[config.mk]
export PLATFORM = sky130hd
export DESIGN_NAME = bgd_guard
export DESIGN_NICKNAME = d
export VERILOG_FILES = /design/src/rtl/bgd_pkg.sv /design/src/rtl/bgd_sync_if.sv /design/src/rtl/bgd_guard.sv /design/src/rtl/bgd_sync.sv
export SDC_FILE = /design/constraint.sdc
export NUM_CORES = 1
export LEC_CHECK = 0
export ABC_AREA = 1
export BUFFER_PORTS_ARGS = -buffer_cell sky130_fd_sc_hd__buf_2
export CORE_MARGIN = 2
export CORE_UTILIZATION = 35
export DETAILED_ROUTE_END_ITERATION = 6
export GPL_TIMING_DRIVEN = 0
export SLEW_MARGIN = 20
export SYNTH_ARGS = -nofsm -noshare
export SYNTH_HDL_FRONTEND = slang
export SYNTH_HIERARCHICAL = 1
export SYNTH_SLANG_ARGS = --single-unit
[constraint.sdc]
create_clock -name clk_sys -period 3.55 [get_ports clk_sys]
set_input_delay 0.1775 -clock clk_sys [delete_from_list [all_inputs] [get_ports clk_sys]]
set_output_delay 0.1775 -clock clk_sys [all_outputs]
set_load 0.005 [all_outputs]
[src/rtl/bgd_pkg.sv]
// Constants and types shared by the beam guard safety-output logic.
// Assumes one 250 MHz system clock; all slow timing runs off a 1 ms tick.
package bgd_pkg;

	// Clock rate and the millisecond tick derived from it
	localparam int CLK_HZ    = 250_000_000;
	localparam int MS_CYCLES = CLK_HZ / 1000;
	localparam int MS_W      = 18;

	// Times, in milliseconds
	localparam int HB_HALF_MS     = 300;
	localparam int TEST_LIMIT_MS  = 150;
	localparam int TX_RESTART_MS  = 2000;
	localparam int RX_RESTART_MS  = 20000;
	localparam int CNT_W          = 16;

	// Bit positions in the synchronised pin vector
	localparam int SYN_W      = 16;
	// Idle pin levels loaded in reset; test pin at the supply means no test
	localparam logic [SYN_W-1:0] SYN_IDLE = 16'h0001;
	localparam int P_TEST     = 0;
	localparam int P_SUP_A    = 1;
	localparam int P_SUP_B    = 2;
	localparam int P_BEAM     = 3;
	localparam int P_AMBIENT  = 7;
	localparam int P_CROSS    = 8;
	localparam int P_SHORT_GND = 9;
	localparam int P_SHORT_VCC = 10;
	localparam int P_UNDERV   = 11;
	localparam int P_OVERV    = 12;
	localparam int P_RX_HW    = 13;
	localparam int P_TX_TEST  = 14;
	localparam int P_TX_HW    = 15;

	// Correctable error codes, two BCD digits
	localparam logic [7:0] ERR_AMBIENT   = 8'h00;
	localparam logic [7:0] ERR_CROSS     = 8'h01;
	localparam logic [7:0] ERR_SHORT_GND = 8'h06;
	localparam logic [7:0] ERR_SHORT_VCC = 8'h07;
	localparam logic [7:0] ERR_UNDERV    = 8'h14;
	localparam logic [7:0] ERR_TEST_TIME = 8'h18;
	localparam logic [7:0] ERR_OVERV     = 8'h22;

	typedef enum logic {ST_RUN, ST_HOLD} bgd_err_st_t;

endpackage : bgd_pkg

[src/rtl/bgd_sync_if.sv]
// Bundle between the pin synchroniser and the safety-output core.
// Assumes both ends sit on clk_sys.
`timescale 1ns/1ps
interface bgd_sync_if #(parameter int W = 16);
	logic [W-1:0] raw;
	logic [W-1:0] sync;
	modport src (output raw, input sync);
	modport snk (input raw, output sync);
endinterface : bgd_sync_if

[src/rtl/bgd_guard.sv]
// Beam guard test handling, beam safety outputs, heartbeat and diagnostics.
// Assumes pin levels arrive asynchronously; fault_code_in is on clk_sys.
`timescale 1ns/1ps
module bgd_guard #(
	parameter int BEAM_COUNT    = 4,
	parameter int MS_CYCLES     = bgd_pkg::MS_CYCLES,
	parameter int HB_HALF_MS    = bgd_pkg::HB_HALF_MS,
	parameter int TEST_LIMIT_MS = bgd_pkg::TEST_LIMIT_MS,
	parameter int TX_RESTART_MS = bgd_pkg::TX_RESTART_MS,
	parameter int RX_RESTART_MS = bgd_pkg::RX_RESTART_MS
) (
	input  wire logic       clk_sys,
	input  wire logic       sys_rst,
	input  wire logic       test_pin_high,
	input  wire logic       supply_a_pos,
	input  wire logic       supply_b_pos,
	input  wire logic [3:0] beam_clear,
	input  wire logic       ambient_interference,
	input  wire logic       output_cross_circuit,
	input  wire logic       output_short_gnd,
	input  wire logic       output_short_vcc,
	input  wire logic       supply_undervoltage,
	input  wire logic       supply_overvoltage,
	input  wire logic       receiver_hw_fault,
	input  wire logic       tx_test_input_problem,
	input  wire logic       tx_hw_fault,
	input  wire logic [7:0] fault_code_in,
	output logic            beam1_safety_output,
	output logic            beam2_safety_output,
	output logic            beam3_safety_output,
	output logic            beam4_safety_output,
	output logic            shared_heartbeat_output,
	output logic            optical_channel_one,
	output logic            optical_channel_two,
	output logic            external_test_active,
	output logic            error_active,
	output logic            code_is_error,
	output logic [7:0]      correctable_error_code,
	output logic            code_is_fault,
	output logic [7:0]      internal_fault_code,
	output logic            display_digit_eight,
	output logic            transmitter_status_lamp
);
	localparam int MW = bgd_pkg::MS_W;
	localparam int CW = bgd_pkg::CNT_W;

	typedef struct packed {
		bgd_pkg::bgd_err_st_t st;
		logic [MW-1:0]        ms_cnt;
		logic                 tick;
		logic [CW-1:0]        hb_ms;
		logic                 hb;
		logic                 ext;
		logic [3:0]           off_mask;
		logic [CW-1:0]        test_ms;
		logic                 test_over;
		logic [CW-1:0]        rst_ms;
		logic                 is_err;
		logic [7:0]           code;
		logic                 is_fault;
		logic [7:0]           fcode;
		logic                 digit8;
		logic [CW-1:0]        tx_ms;
		logic                 tx_hold;
		logic [3:0]           beam;
		logic                 ch1;
		logic                 ch2;
	} bgd_state_t;

	bgd_state_t s_q;
	bgd_state_t s_d;

	bgd_sync_if #(.W(bgd_pkg::SYN_W)) syn_if ();
	logic [bgd_pkg::SYN_W-1:0] syn;

	assign syn_if.raw = {tx_hw_fault, tx_test_input_problem, receiver_hw_fault,
		supply_overvoltage, supply_undervoltage, output_short_vcc, output_short_gnd,
		output_cross_circuit, ambient_interference, beam_clear, supply_b_pos,
		supply_a_pos, test_pin_high};
	assign syn = syn_if.sync;

	bgd_sync #(.W(bgd_pkg::SYN_W)) u_sync (
		.clk_sys (clk_sys),
		.sys_rst (sys_rst),
		.port    (syn_if.snk)
	);

	logic       cond;
	logic       hw;
	logic [7:0] ecode;
	logic       txc;
	logic       running;

	always_comb
	begin
		s_d = s_q;
		// Free-running millisecond tick
		s_d.tick   = (s_q.ms_cnt == MW'(MS_CYCLES - 1));
		s_d.ms_cnt = s_d.tick ? '0 : s_q.ms_cnt + 1'b1;

		s_d.ext = !syn[bgd_pkg::P_TEST];
		if (!s_d.ext)
		begin
			s_d.off_mask  = '0;
			s_d.test_ms   = '0;
			s_d.test_over = 1'b0;
		end
		else if (!s_q.ext)
			s_d.off_mask = 4'h1;
		else if (s_q.tick)
		begin
			s_d.off_mask = {s_q.off_mask[2:0], 1'b1};
			if (s_q.test_ms != CW'(TEST_LIMIT_MS))
				s_d.test_ms = s_q.test_ms + 1'b1;
			else
				s_d.test_over = 1'b1;
		end

		// Supply faults rank first; a dead supply makes other flags suspect
		hw = syn[bgd_pkg::P_RX_HW];
		if (syn[bgd_pkg::P_UNDERV])
			ecode = bgd_pkg::ERR_UNDERV;
		else if (syn[bgd_pkg::P_OVERV])
			ecode = bgd_pkg::ERR_OVERV;
		else if (syn[bgd_pkg::P_AMBIENT])
			ecode = bgd_pkg::ERR_AMBIENT;
		else if (syn[bgd_pkg::P_CROSS])
			ecode = bgd_pkg::ERR_CROSS;
		else if (syn[bgd_pkg::P_SHORT_GND])
			ecode = bgd_pkg::ERR_SHORT_GND;
		else if (syn[bgd_pkg::P_SHORT_VCC])
			ecode = bgd_pkg::ERR_SHORT_VCC;
		else
			ecode = bgd_pkg::ERR_TEST_TIME;
		cond = hw || s_q.test_over || (|syn[bgd_pkg::P_OVERV:bgd_pkg::P_AMBIENT]);

		case (s_q.st)
			bgd_pkg::ST_RUN:
			begin
				if (cond)
					s_d.st = bgd_pkg::ST_HOLD;
			end
			bgd_pkg::ST_HOLD:
			begin
				// Code held until restart, then rechecked
				if (s_q.tick)
				begin
					if (s_q.rst_ms == CW'(RX_RESTART_MS - 1))
					begin
						s_d.rst_ms = '0;
						if (!cond)
						begin
							s_d.st       = bgd_pkg::ST_RUN;
							s_d.is_err   = 1'b0;
							s_d.is_fault = 1'b0;
							s_d.digit8   = 1'b0;
							s_d.code     = '0;
							s_d.fcode    = '0;
						end
					end
					else
						s_d.rst_ms = s_q.rst_ms + 1'b1;
				end
			end
			default:
				s_d.st = bgd_pkg::ST_RUN;
		endcase

		// Latch on entry and on a restart that still sees the condition
		if (cond && (s_q.st == bgd_pkg::ST_RUN
			|| (s_q.tick && s_q.rst_ms == CW'(RX_RESTART_MS - 1))))
		begin
			s_d.rst_ms   = '0;
			s_d.is_fault = hw;
			s_d.is_err   = !hw;
			s_d.digit8   = hw;
			s_d.fcode    = hw ? fault_code_in : 8'h00;
			s_d.code     = hw ? 8'h00 : ecode;
		end

		// Heartbeat runs only in internal test with no error
		running = (s_d.st == bgd_pkg::ST_RUN) && !s_d.ext;
		if (!running)
		begin
			s_d.hb    = 1'b0;
			s_d.hb_ms = '0;
		end
		else if (s_q.tick)
		begin
			if (s_q.hb_ms == CW'(HB_HALF_MS - 1))
			begin
				s_d.hb    = !s_q.hb;
				s_d.hb_ms = '0;
			end
			else
				s_d.hb_ms = s_q.hb_ms + 1'b1;
		end

		for (int i = 0; i < 4; i++)
			s_d.beam[i] = syn[bgd_pkg::P_BEAM + i]
				&& (i < BEAM_COUNT)
				&& !s_d.off_mask[i]
				&& (s_d.st == bgd_pkg::ST_RUN);

		s_d.ch1 = syn[bgd_pkg::P_SUP_A] && !syn[bgd_pkg::P_SUP_B];
		s_d.ch2 = !syn[bgd_pkg::P_SUP_A] && syn[bgd_pkg::P_SUP_B];

		// Transmitter side: shorter restart, lamp follows its hold
		txc = syn[bgd_pkg::P_TX_TEST] || syn[bgd_pkg::P_TX_HW];
		if (!s_q.tx_hold)
		begin
			s_d.tx_hold = txc;
			s_d.tx_ms   = '0;
		end
		else if (s_q.tick)
		begin
			if (s_q.tx_ms == CW'(TX_RESTART_MS - 1))
			begin
				s_d.tx_hold = txc;
				s_d.tx_ms   = '0;
			end
			else
				s_d.tx_ms = s_q.tx_ms + 1'b1;
		end
	end

	always_ff @(posedge clk_sys)
	begin
		if (sys_rst)
			s_q <= '0;
		else
			s_q <= s_d;
	end

	assign beam1_safety_output     = s_q.beam[0];
	assign beam2_safety_output     = s_q.beam[1];
	assign beam3_safety_output     = s_q.beam[2];
	assign beam4_safety_output     = s_q.beam[3];
	assign shared_heartbeat_output = s_q.hb;
	assign optical_channel_one     = s_q.ch1;
	assign optical_channel_two     = s_q.ch2;
	assign external_test_active    = s_q.ext;
	assign error_active            = (s_q.st == bgd_pkg::ST_HOLD);
	assign code_is_error           = s_q.is_err;
	assign correctable_error_code  = s_q.code;
	assign code_is_fault           = s_q.is_fault;
	assign internal_fault_code     = s_q.fcode;
	assign display_digit_eight     = s_q.digit8;
	assign transmitter_status_lamp = s_q.tx_hold;

	// Checking helpers: cycles between heartbeat edges
	localparam int HB_PERIOD = HB_HALF_MS * MS_CYCLES;
	logic [31:0] h_cnt;
	logic        h_seen;
	logic        hb_prev;
	logic        h_run;
	assign h_run = (s_q.st == bgd_pkg::ST_RUN) && !s_q.ext;

	always_ff @(posedge clk_sys)
	begin
		if (sys_rst)
		begin
			h_cnt   <= '0;
			h_seen  <= 1'b0;
			hb_prev <= 1'b0;
		end
		else
		begin
			hb_prev <= s_q.hb;
			h_cnt   <= (s_q.hb != hb_prev) ? 32'h0000_0000 : h_cnt + 1'b1;
			h_seen  <= h_run && (h_seen || s_q.hb != hb_prev);
		end
	end
endmodule : bgd_guard

[src/rtl/bgd_sync.sv]
// Two-flop synchroniser for a vector of asynchronous pin levels.
// Assumes the levels are quasi-static; no bus coherency across bits.
`timescale 1ns/1ps
module bgd_sync #(
	parameter int W = 16
) (
	input  wire logic clk_sys,
	input  wire logic sys_rst,
	bgd_sync_if.snk   port
);
	typedef struct packed {
		logic [W-1:0] meta;
		logic [W-1:0] sync;
	} bgd_sync_st_t;

	bgd_sync_st_t s_q;
	bgd_sync_st_t s_d;

	// First stage feeds only the second stage
	always_comb
	begin
		s_d.meta = port.raw;
		s_d.sync = s_q.meta;
	end

	always_ff @(posedge clk_sys)
	begin
		// Reset to idle levels, else a false external test follows release
		if (sys_rst)
		begin
			s_q.meta <= W'(bgd_pkg::SYN_IDLE);
			s_q.sync <= W'(bgd_pkg::SYN_IDLE);
		end
		else
			s_q <= s_d;
	end

	assign port.sync = s_q.sync;

endmodule : bgd_sync

==> out/results.ini, run 1 <==
[global_route]
grt_pass1_wl_um=25540
gr-max-usage-layer=met2
met1_usage=0.2084
use_met3=0.03903
antenna_found_initial=0
grt_overflow_total=0
grt_pass1_vias=5498
grt_usage=0.1562
grt_max_degree=17
met2_usage=0.2475

[detailed_routing]
drt-initial-drc-count=358
antenna_left=0
wl_um=15060
vias_per_cell=4.567
dr.pass1.iters=4
drc=0
vias=5919
routedWlPerCell_um=11.62

[logic_synthesis]
yosys_warnings=6
synth_edf_count=0
ys_ff_latch=146
synthTopCellsByArea=dfxtp_1, nand2_1, nor2_1, inv_1, nand4_1
yosys.area.top_type_share=0.4347
ys_seq_area_frac=0.4347
syn_area_sq_um=6724
synth_common_cells=nand2_1, nor2_1, dfxtp_1, inv_1, nand3_1
syn_avg_cell_area_sq_um=7.056
synth_largest_area_cell=dfxtp_1
yosysMostFrequentCell=nand2_1
async_flop_share=0
syn_inst=953
ys.flop_type=dfxtp_1
ys_types=40

[placed_design]
port-buffer-count=52
hpwl_um=10760
gp_congestion=0.8869

[final_layout]
seq_area_sq_um=2923
finalNetCount=1081
fin_util=0.4331
antennaDiodeCount=0
drive_above_1_share=0.1328
syn_to_final_growth_pct=20.88
multi_input_area_sq_um=3085
n_fill_cell=1956

[clock_tree]
cts.sinks=146
cts_buffer_depth=2
cts_resized=0
post-cts-setup-buffer-count=0
cts-root-buf=clkbuf_16
cts_max_level=4
cts_buffers=17
cts_tree=yes
clk_latency_ps=430
clk_pin_slew_ps=70

[timing]
fmax_mhz=527.3
setup_violations=0
rsz0062_at_grt=false
max-slew-margin-rel=0.5963
drv_slew=0
period_minus_slack_ps=1896
skew_ps=9.084
final-hold-violation-count=0
min_period_over_period=0.5342
tns_ps=0
tightest_slew_ps=605.5

[setup_path]
cp.arrival_ps=2210
worstSetupStartpointType=flip-flop
endpoint_kind=flip-flop
worstPathMaxFanout=10
required_ps=3870
setup.worst_path.class=flip-flop to flip-flop

[power]
cellInternalPower_mw=2.860
power.density_nw_per_um2=456.1
power_frac_clock=0.496
comb_power_share=0.049
leakagePower_nw=3.326
p_total_mw=3.707
netSwitchingFraction=0.2285
switchingPower_mw=0.8472
seqPwrFrac=0.455
ir_drop_mv=0.3568

[floorplan]
initial_core_util=0.3583
die_area_sq_um=20340
fp.dieW_um=142.6
coreArea_sq_um=18770
row_count=50
io_pins=55
chipHeight_um=142.6

[worst_hold_path]
hold_class=input port to flip-flop

[run_status]
status=finished, final reports clean

[job]
drv_cap=0

==> power by group through the flow <==
stage,sequential [mW],combinational [mW],clock [mW]
2_1_floorplan,1.72,0.103,0
3_3_place_gp,1.72,0.162,0
3_5_place_dp,1.72,0.163,0
4_1_cts,1.69,0.184,1.88
5_1_grt,1.69,0.203,1.96
6_report,1.69,0.183,1.84
==> placed cells by master, fill, tap and decap left out, drive strengths merged, types with 3 or more instances in the layout <==
cell / netlist / layout
xor2: 23 / 23
clkinv: 0 / 7
nand4: 50 / 50
nand3: 52 / 52
clkbuf: 1 / 18
nor3: 17 / 17
dfxtp: 146 / 146
o21ai: 29 / 29
nor2: 189 / 189
o21a: 4 / 4
ha: 6 / 6
bufinv: 0 / 3
buf: 35 / 87
nand2: 218 / 218
inv: 123 / 126
dlygate4sd3: 0 / 24
xnor2: 7 / 7
a21oi: 36 / 36
or2: 3 / 3
==> worst max-delay path: stages (launching register included) <==
cell,delay [ps]
dfxtp_1,430
ha_1,220
nand2_1,70
nor2_1,250
inv_1,100
nor2_1,140
nand3_1,110
nand2_2,190
buf_4,220
nor2_1,60
==> layer usage <==
layer / up-vias / wire (um)
met4: 0 / 199
li1: 3189 / -
met1: 2637 / 7588
met3: 20 / 416
met5: - / 0
met2: 73 / 6850
==> per-stage QoR <==
stage | hold slack (ps) | cells | setup slack (ps) | instance area [sq um]
6_report | 122.3 | 1296 | 1654 | 8128
5_1_grt | 122.8 | 1296 | 1430 | 8128
4_1_cts | 106.2 | 1296 | 1648 | 8128
3_5_place_dp | 366.4 | 1240 | 1682 | 7281
3_3_place_gp | 362.3 | 1240 | 1700 | 7281
2_1_floorplan | 269.3 | 954 | 2017 | 6728
==> cell type report <==
| class | instances | area share |
|---|---|---|
| Buffer | 36 | 0.03171 |
| Clock buffer | 17 | 0.05234 |
| Clock inverter | 15 | 0.02232 |
| Inverter | 123 | 0.05680 |
| Multi-Input combinational cell | 649 | 0.3796 |
| Sequential cell | 146 | 0.3596 |
| Tap cell | 234 | 0.03602 |
| Timing Repair Buffer | 76 | 0.06158 |
==> path summary, 6_finish.rpt <==
path	from	endpoint	slack (ps)	cells past startpoint
setup / recovery	s_q[98]$_SDFF_PP0_	s_q[105]$_SDFF_PP0_	1650	9
hold / removal	sys_rst	u_sync/s_d[0]$_SDFF_PP1_	120	3
setup reg to reg	s_q[98]$_SDFF_PP0_	s_q[105]$_SDFF_PP0_	1650	9
hold reg to reg	u_sync/s_d[1]$_SDFF_PP0_	u_sync/port.sync[1]$_SDFF_PP0_	400	2
==> registers in the layout, indices dropped and copies added, names as in the netlist <==
| register | flops |
|---|---|
| u_sync/port.sync | 16 |
| s_q | 88 |
| transmitter_status_lamp | 1 |
| beam2_safety_output | 1 |
| optical_channel_one | 1 |
| beam4_safety_output | 1 |
| internal_fault_code | 8 |
| external_test_active | 1 |
| beam1_safety_output | 1 |
| u_sync/s_d | 16 |
| code_is_fault | 1 |
| optical_channel_two | 1 |
| error_active | 1 |
| beam3_safety_output | 1 |
| correctable_error_code | 6 |
| code_is_error | 1 |
| shared_heartbeat_output | 1 |
==> cells by family after synthesis <==
| family | synth area share |
|---|---|
| adders and majority gates | 0.01116 |
| buffers and inverters | 0.1070 |
| other | 0.0005577 |
| DFF | 0.4347 |
| xor gates and xnor gates | 0.03908 |
| and+or+nand+nor | 0.3480 |
| AOI/OAI and AO/OA | 0.05955 |
==> what timing repair did <==
item,in CTS,in global routing
hold endpoints to repair,24,0
endpoints found under the setup margin,0,0
hold buffers,24,0
Note: power is estimated with default switching activity, not from simulation.
==> inputs of run 2 (changes only) <==
==> constraint.sdc (replaced) <==
create_clock -name clk_sys -period 1.9 [get_ports clk_sys]
set_input_delay 0.095 -clock clk_sys [delete_from_list [all_inputs] [get_ports clk_sys]]
set_output_delay 0.095 -clock clk_sys [all_outputs]
set_load 0.005 [all_outputs]
==> out/results.ini, run 2 (same netlist as run 1, synthesis figures left out) <==
[run_status]
status=finished, final reports clean

[timing]
tns_ps=0  ; unchanged
skew_ps=9.340  ; +0.2561 ps
drv_slew=0  ; unchanged
rsz0062_at_grt=true
min_period_over_period=0.9257  ; +0.3915
holdWs_ps=42.12  ; -80.14 ps
tightest_slew_ps=612.5  ; +7.007 ps
final-hold-violation-count=0  ; unchanged
setup_violations=0  ; unchanged
fmax_mhz=568.5  ; +7.8%
fin_ws_ps=141.1  ; -1512 ps
period_minus_slack_ps=1759  ; -137.5 ps
max-slew-margin-rel=0.5916  ; -0.004671

[clock_tree]
cts.sinks=146  ; unchanged
cts_buffer_depth=2  ; unchanged
clk_pin_slew_ps=60  ; about the same
post-cts-setup-buffer-count=0  ; unchanged
clk_latency_ps=420  ; about the same
cts_tree=yes
cts_max_level=4  ; unchanged
cts-root-buf=clkbuf_16
cts_buffers=17  ; unchanged

[final_layout]
top_register=s_q
antennaDiodeCount=0  ; unchanged
stdcell_area_sq_um=8154  ; +0.32%
n_fill_cell=1952  ; -0.20%
fin_util=0.4345  ; +0.001400
layout_commonest_cell=nand2_1
largest_reg_flops=88  ; unchanged
stdcell_count=1296  ; unchanged
syn_to_final_growth_pct=21.27
finalNetCount=1081  ; unchanged
final_cell_mix=nand2_1, nor2_1, dfxtp_1
drive_above_1_share=0.1365  ; +0.003766

[setup_path]
worstSetupStartpointType=flip-flop
endpoint_kind=flip-flop
setup.worst_path.class=flip-flop to flip-flop
required_ps=2210  ; -1660 ps
cp.arrival_ps=2070  ; -140 ps
cp-startpoint=s_q[43]$_SDFFE_PP0P_
worstPathMaxFanout=10  ; unchanged
timing.rr.start=s_q[43]$_SDFFE_PP0P_

[detailed_routing]
vias=5896  ; -0.39%
wl_um=15020  ; -0.22%
routedWlPerCell_um=11.59  ; -0.22%
drc=0  ; unchanged
dr.pass1.iters=4  ; unchanged
vias_per_cell=4.549  ; -0.39%
antenna_left=0  ; unchanged
drt-initial-drc-count=395  ; +10%

[placed_design]
hpwl_um=10760  ; unchanged
dp.cells=1240  ; unchanged
placed_area_sq_um=7281  ; unchanged
gp_congestion=0.8869  ; unchanged
port-buffer-count=52  ; unchanged
pre_cts_slack_ps=31.65  ; -1650 ps

[global_route]
grt_usage=0.1562  ; unchanged
antenna_found_initial=0  ; unchanged
grt_pass1_vias=5498  ; unchanged
grt_overflow_total=0  ; unchanged
grt_pass1_wl_um=25540  ; unchanged
grt_max_degree=17  ; unchanged

[floorplan]
initial_core_util=0.3583  ; unchanged
coreArea_sq_um=18770  ; unchanged
io_pins=55  ; unchanged
chipHeight_um=142.6  ; unchanged
die_area_sq_um=20340  ; unchanged
fp.dieW_um=142.6  ; unchanged
row_count=50  ; unchanged

[power]
p_total_mw=6.923  ; +87%
power.density_nw_per_um2=849.0  ; +86%
leakagePower_nw=3.329  ; about the same
ir_drop_mv=0.6619  ; +86%

[worst_hold_path]
hp-start=sys_rst
hold_class=input port to flip-flop

[job]
drv_cap=0  ; unchanged

run 2: cell count changes in the layout (fill, tap and decap cells not counted):
cell / before / now
nor2_2: 5 / 6
a21oi_2: 1 / 0
nand2_4: 1 / 2
nand2_1: 212 / 211
a21oi_4: 0 / 1
dfxtp_1: 146 / 145
dfxtp_2: 0 / 1
nor2_1: 183 / 181
nor2_4: 1 / 2
run 2: per-layer routing:
metal	part of all wire	track usage	wire, um
met4	0.011	0.05159	161
met2	0.46	0.2475	6899
met1	0.50	0.2084	7544
met5	0	0	0
met3	0.028	0.03903	417
run 2: layout make-up:
| type | instances | area (sq um) | area share |
|---|---|---|---|
| Multi-Input combinational cell | 649 | 3110 | 0.3815 |
| Sequential cell | 146 | 2924 | 0.3586 |
| Timing Repair Buffer | 76 | 500.5 | 0.06138 |
| Inverter | 123 | 461.7 | 0.05662 |
| Clock buffer | 17 | 425.4 | 0.05217 |
| Tap cell | 234 | 292.8 | 0.03591 |
| Buffer | 36 | 257.7 | 0.03161 |
| Clock inverter | 15 | 181.4 | 0.02225 |
run 2: worst paths after layout:
path                            slack (ps)                        endpoint  depth (start not counted)
worst max register to register         140            s_q[56]$_SDFFE_PP0P_                          7
worst min-delay path                    40        u_sync/s_d[0]$_SDFF_PP1_                          3
worst min register to register         400  u_sync/port.sync[1]$_SDFF_PP0_                          2
worst max-delay path                   140            s_q[56]$_SDFFE_PP0P_                          7
run 2: repair_timing:
| item | in CTS | in global routing |
|---|---|---|
| hold buffers | 24 | 0 |
| cloned | 0 | 0 |
| gates resized for setup | 1 | 6 |
| endpoints found under the hold margin | 24 | 0 |
| endpoints found under the setup margin | 1 | 30 |
run 2: worst max-delay path: stages (launching register included):
cell	delay [ps]
dfxtp_1	370
ha_1	210
nand3_1	100
nor2_2	210
nand4_2	300
nand3_1	200
buf_4	200
nor2_1	60
run 2: where the power goes:
part / total, mW / internal (mW) / switching (mW) / leakage [nW]
registers: 3.15 / 3.12 / 0.0321 / 1.19
logic: 0.342 / 0.148 / 0.194 / 1.85
clock network: 3.43 / 2.08 / 1.35 / 0.294
total: 6.92 / 5.34 / 1.58 / 3.33
==> inputs of run 3 (changes only) <==
--- a/config.mk
+++ b/config.mk
@@ -5,7 +5,7 @@
 export SDC_FILE = /design/constraint.sdc
 export NUM_CORES = 1
 export LEC_CHECK = 0
-export ABC_AREA = 1
+export ABC_AREA = 0
 export BUFFER_PORTS_ARGS = -buffer_cell sky130_fd_sc_hd__buf_2
 export CORE_MARGIN = 2
 export CORE_UTILIZATION = 35
==> out/results.ini, run 3 <==
[timing]
holdWs_ps=55.13  ; +13.01 ps
max-slew-margin-rel=0.5528  ; -0.03883
skew_ps=10.21  ; +0.8660 ps
drv_slew=0  ; unchanged
period_minus_slack_ps=1935  ; +176.0 ps
setup_violations=14  ; +14
rsz0062_at_grt=true
fmax_mhz=516.8  ; -9.1%
tns_ps=-240.7  ; -240.7 ps
fin_ws_ps=-34.90  ; -176.0 ps
tightest_slew_ps=670.8  ; +58.25 ps
min_period_over_period=1.018  ; +0.09264
final-hold-violation-count=0  ; unchanged

[setup_path]
setup.worst_path.class=flip-flop to flip-flop
reg2reg_setup_slack_ps=-30  ; -180 ps
endpoint_kind=flip-flop
required_ps=2170  ; -40 ps
worstPathCellList=or4b_4 > nor4_4 > buf_6 > o21ba_2 > buf_6 > o32ai_1
timing.rr.start=s_q[55]$_SDFFE_PP0P_
r2r-end=internal_fault_code[7]$_SDFFE_PP0P_
slowest_stage=or4b_4
worstPathMaxFanout=10  ; unchanged
cp_common_cell=buf_6
worst-r2r-cell-count=6  ; -1
worstSetupStartpointType=flip-flop
cp-startpoint=s_q[55]$_SDFFE_PP0P_
cp.arrival_ps=2210  ; +140 ps
slowest_delay_ps=560  ; +190 ps

[floorplan]
chipHeight_um=136.5  ; -4.3%
fp.dieW_um=136.5  ; -4.3%
initial_core_util=0.3563  ; -0.001922
die_area_sq_um=18620  ; -8.4%
row_count=48  ; -4.0%
io_pins=55  ; unchanged
coreArea_sq_um=17240  ; -8.2%

[worst_hold_path]
hold_depth=3  ; unchanged
hold_end=u_sync/s_d[9]$_SDFF_PP0_
hp-start=sys_rst
hold_class=input port to flip-flop

[detailed_routing]
vias_per_cell=4.929  ; +8.3%
drc=0  ; unchanged
routedWlPerCell_um=13.68  ; +18%
dr.pass1.iters=4  ; unchanged
wl_um=14050  ; -6.5%
antenna_left=0  ; unchanged
vias=5062  ; -14%
drt-initial-drc-count=323  ; -18%

[logic_synthesis]
syn_area_sq_um=6142  ; -8.7%
yosys.area.top_type_share=0.4759  ; +0.04118
syn_inst=674  ; -29%
yosysMostFrequentCell=dfxtp_1
ys_seq_area_frac=0.4759  ; +0.04118
ys_types=60  ; +50%
yosys_warnings=6  ; unchanged
async_flop_share=0  ; unchanged
synth_common_cells=dfxtp_1, nor2_1, nand2_1, xnor2_1, nor3_1
synth_largest_area_cell=dfxtp_1
synthTopCellsByArea=dfxtp_1, xnor2_1, nor2_1, nor2b_1, nand2_1
synth_edf_count=0  ; unchanged
ys_ff_latch=146  ; unchanged
ys.flop_type=dfxtp_1
syn_avg_cell_area_sq_um=9.113  ; +29%

[global_route]
met2_usage=0.2367  ; -0.01080
met1_usage=0.2085  ; about the same
grt_usage=0.1550  ; -0.001248
use_met3=0.04139  ; +0.002356
gr-max-usage-layer=met2
grt_max_degree=17  ; unchanged
antenna_found_initial=0  ; unchanged
grt_pass1_vias=4651  ; -15%
grt_pass1_wl_um=22650  ; -11%
grt_overflow_total=0  ; unchanged

[power]
switchingPower_mw=1.587  ; +0.54%
comb_power_share=0.057  ; +0.008
cellInternalPower_mw=5.202  ; -2.7%
seqPwrFrac=0.465  ; +0.010
power_frac_clock=0.478  ; -0.017
power.density_nw_per_um2=850.3  ; +0.14%
ir_drop_mv=0.6290  ; -5.0%
leakagePower_nw=2.810  ; -16%
netSwitchingFraction=0.2338  ; +0.005756

[clock_tree]
clk_pin_slew_ps=60  ; about the same
cts_buffers=17  ; unchanged
cts_max_level=4  ; unchanged
cts.sinks=146  ; unchanged
clk_latency_ps=420  ; about the same
cts_buffer_depth=2  ; unchanged
cts-root-buf=clkbuf_16
cts_tree=yes

[run_status]
failed_checks=negative setup slack
status=finished with violations

[final_layout]
final_cell_mix=dfxtp_1, buf_2, nor2_1
antennaDiodeCount=0  ; unchanged
largest_reg_flops=88  ; unchanged
syn_to_final_growth_pct=30.01
drive_above_1_share=0.2419  ; +0.1054
finalNetCount=821  ; -24%
layout_commonest_cell=dfxtp_1
top_register=s_q

[job]
drv_cap=0  ; unchanged

[placed_design]
gp_congestion=0.8214  ; -7.4%
port-buffer-count=52  ; unchanged
hpwl_um=9167  ; -15%

run 3: changes by cell type in the layout (fill, tap and decap cells not counted), moves of 13 or more:
cell / previous run / this run
nand2_1: 211 / 50
nor2_1: 181 / 55
inv_1: 121 / 26
nand3_1: 50 / 17
nor2b_1: 0 / 31
xnor2_1: 7 / 37
a21oi_1: 35 / 16
nand4_1: 47 / 29
nor3_1: 15 / 32
o32ai_1: 0 / 14
o21ai_0: 29 / 16
run 3: critical path: cells and delay by family, from the launching register on:
family,cells,cell delay [ps]
AND/OR/NAND/NOR,2,860
AO/OA/AOI/OAI,2,270
flip-flops,1,330
buffers and inverters,2,340
run 3: final cells by class:
| cell class | instances | area [sq um] |
|---|---|---|
| inverters | 28 | 105.1 |
| clock buffers | 20 | 456.7 |
| fillers | 1629 | 9251 |
| clock inverters | 12 | 125.1 |
| plain buffers | 42 | 291.5 |
| well taps | 225 | 281.5 |
| repair buffers | 98 | 708.2 |
| flip-flops and latches | 146 | 2929 |
| multi-input cells | 456 | 3088 |
run 3: per-stage QoR:
step / area, sq um / total power [mW] / setup WS, ps / util / cells
2_1_floorplan: 6146 / 3.397 / 31.03 / - / 675
3_5_place_dp: 6688 / 3.517 / -505.0 / 0.3880 / 952
5_1_grt: 7985 / 7.043 / -127.1 / 0.4633 / 1027
6_report: 7985 / 6.789 / -34.90 / 0.4633 / 1027
3_3_place_gp: 6688 / 3.516 / -438.0 / 0.3880 / 952
4_1_cts: 7650 / 6.822 / 2.539 / 0.4438 / 1015
run 3: repair_timing:
item | 4_1_cts | 5_1_grt
setup endpoints to repair | 82 | 76
cloned | 0 | 1
buffers inserted | 5 | 14
resized for setup | 20 | 49
endpoints found under the hold margin | 25 | 0
pin swaps | 3 | 19
hold buffers | 26 | 0
run 3: cells by family (layout without fill, tap and decap cells):
family / after synthesis / count (layout) / synth area share
fa+ha+maj: 6 / 6 / 0.01222
flops: 146 / 146 / 0.4759
other cells: 1 / 2 / 0.0006105
compound gates: 84 / 84 / 0.09391
mux: 5 / 5 / 0.008149
simple gates: 307 / 307 / 0.2758
xor+xnor: 52 / 52 / 0.07415
buf+inv: 73 / 200 / 0.05928
run 3: how the worst max path moves through the flow:
stage	endpoint	cells after the start
5_1_grt	internal_fault_code[7]$_SDFFE_PP0P_	6
6_report	internal_fault_code[7]$_SDFFE_PP0P_	6
2_1_floorplan	internal_fault_code[0]$_SDFFE_PP0P_	5
3_5_place_dp	s_q[13]$_SDFFE_PP0P_	5
4_1_cts	s_q[84]$_SDFFE_PP0P_	6
3_3_place_gp	s_q[16]$_SDFFE_PP0P_	5
run 3: power groups by stage:
| stage | Combinational, mW | Clock, mW | Sequential [mW] |
|---|---|---|---|
| 6_report | 0.388 | 3.24 | 3.16 |
| 3_3_place_gp | 0.297 | 0 | 3.22 |
| 5_1_grt | 0.424 | 3.45 | 3.16 |
| 2_1_floorplan | 0.189 | 0 | 3.21 |
| 4_1_cts | 0.354 | 3.32 | 3.15 |
| 3_5_place_dp | 0.298 | 0 | 3.22 |
run 3: layer usage:
layer  vias to the layer above  share of wire
li1                       2604              -
met3                         7          0.046
met2                        96           0.46
met5                         -              0
met4                         0         0.0074
met1                      2355           0.49
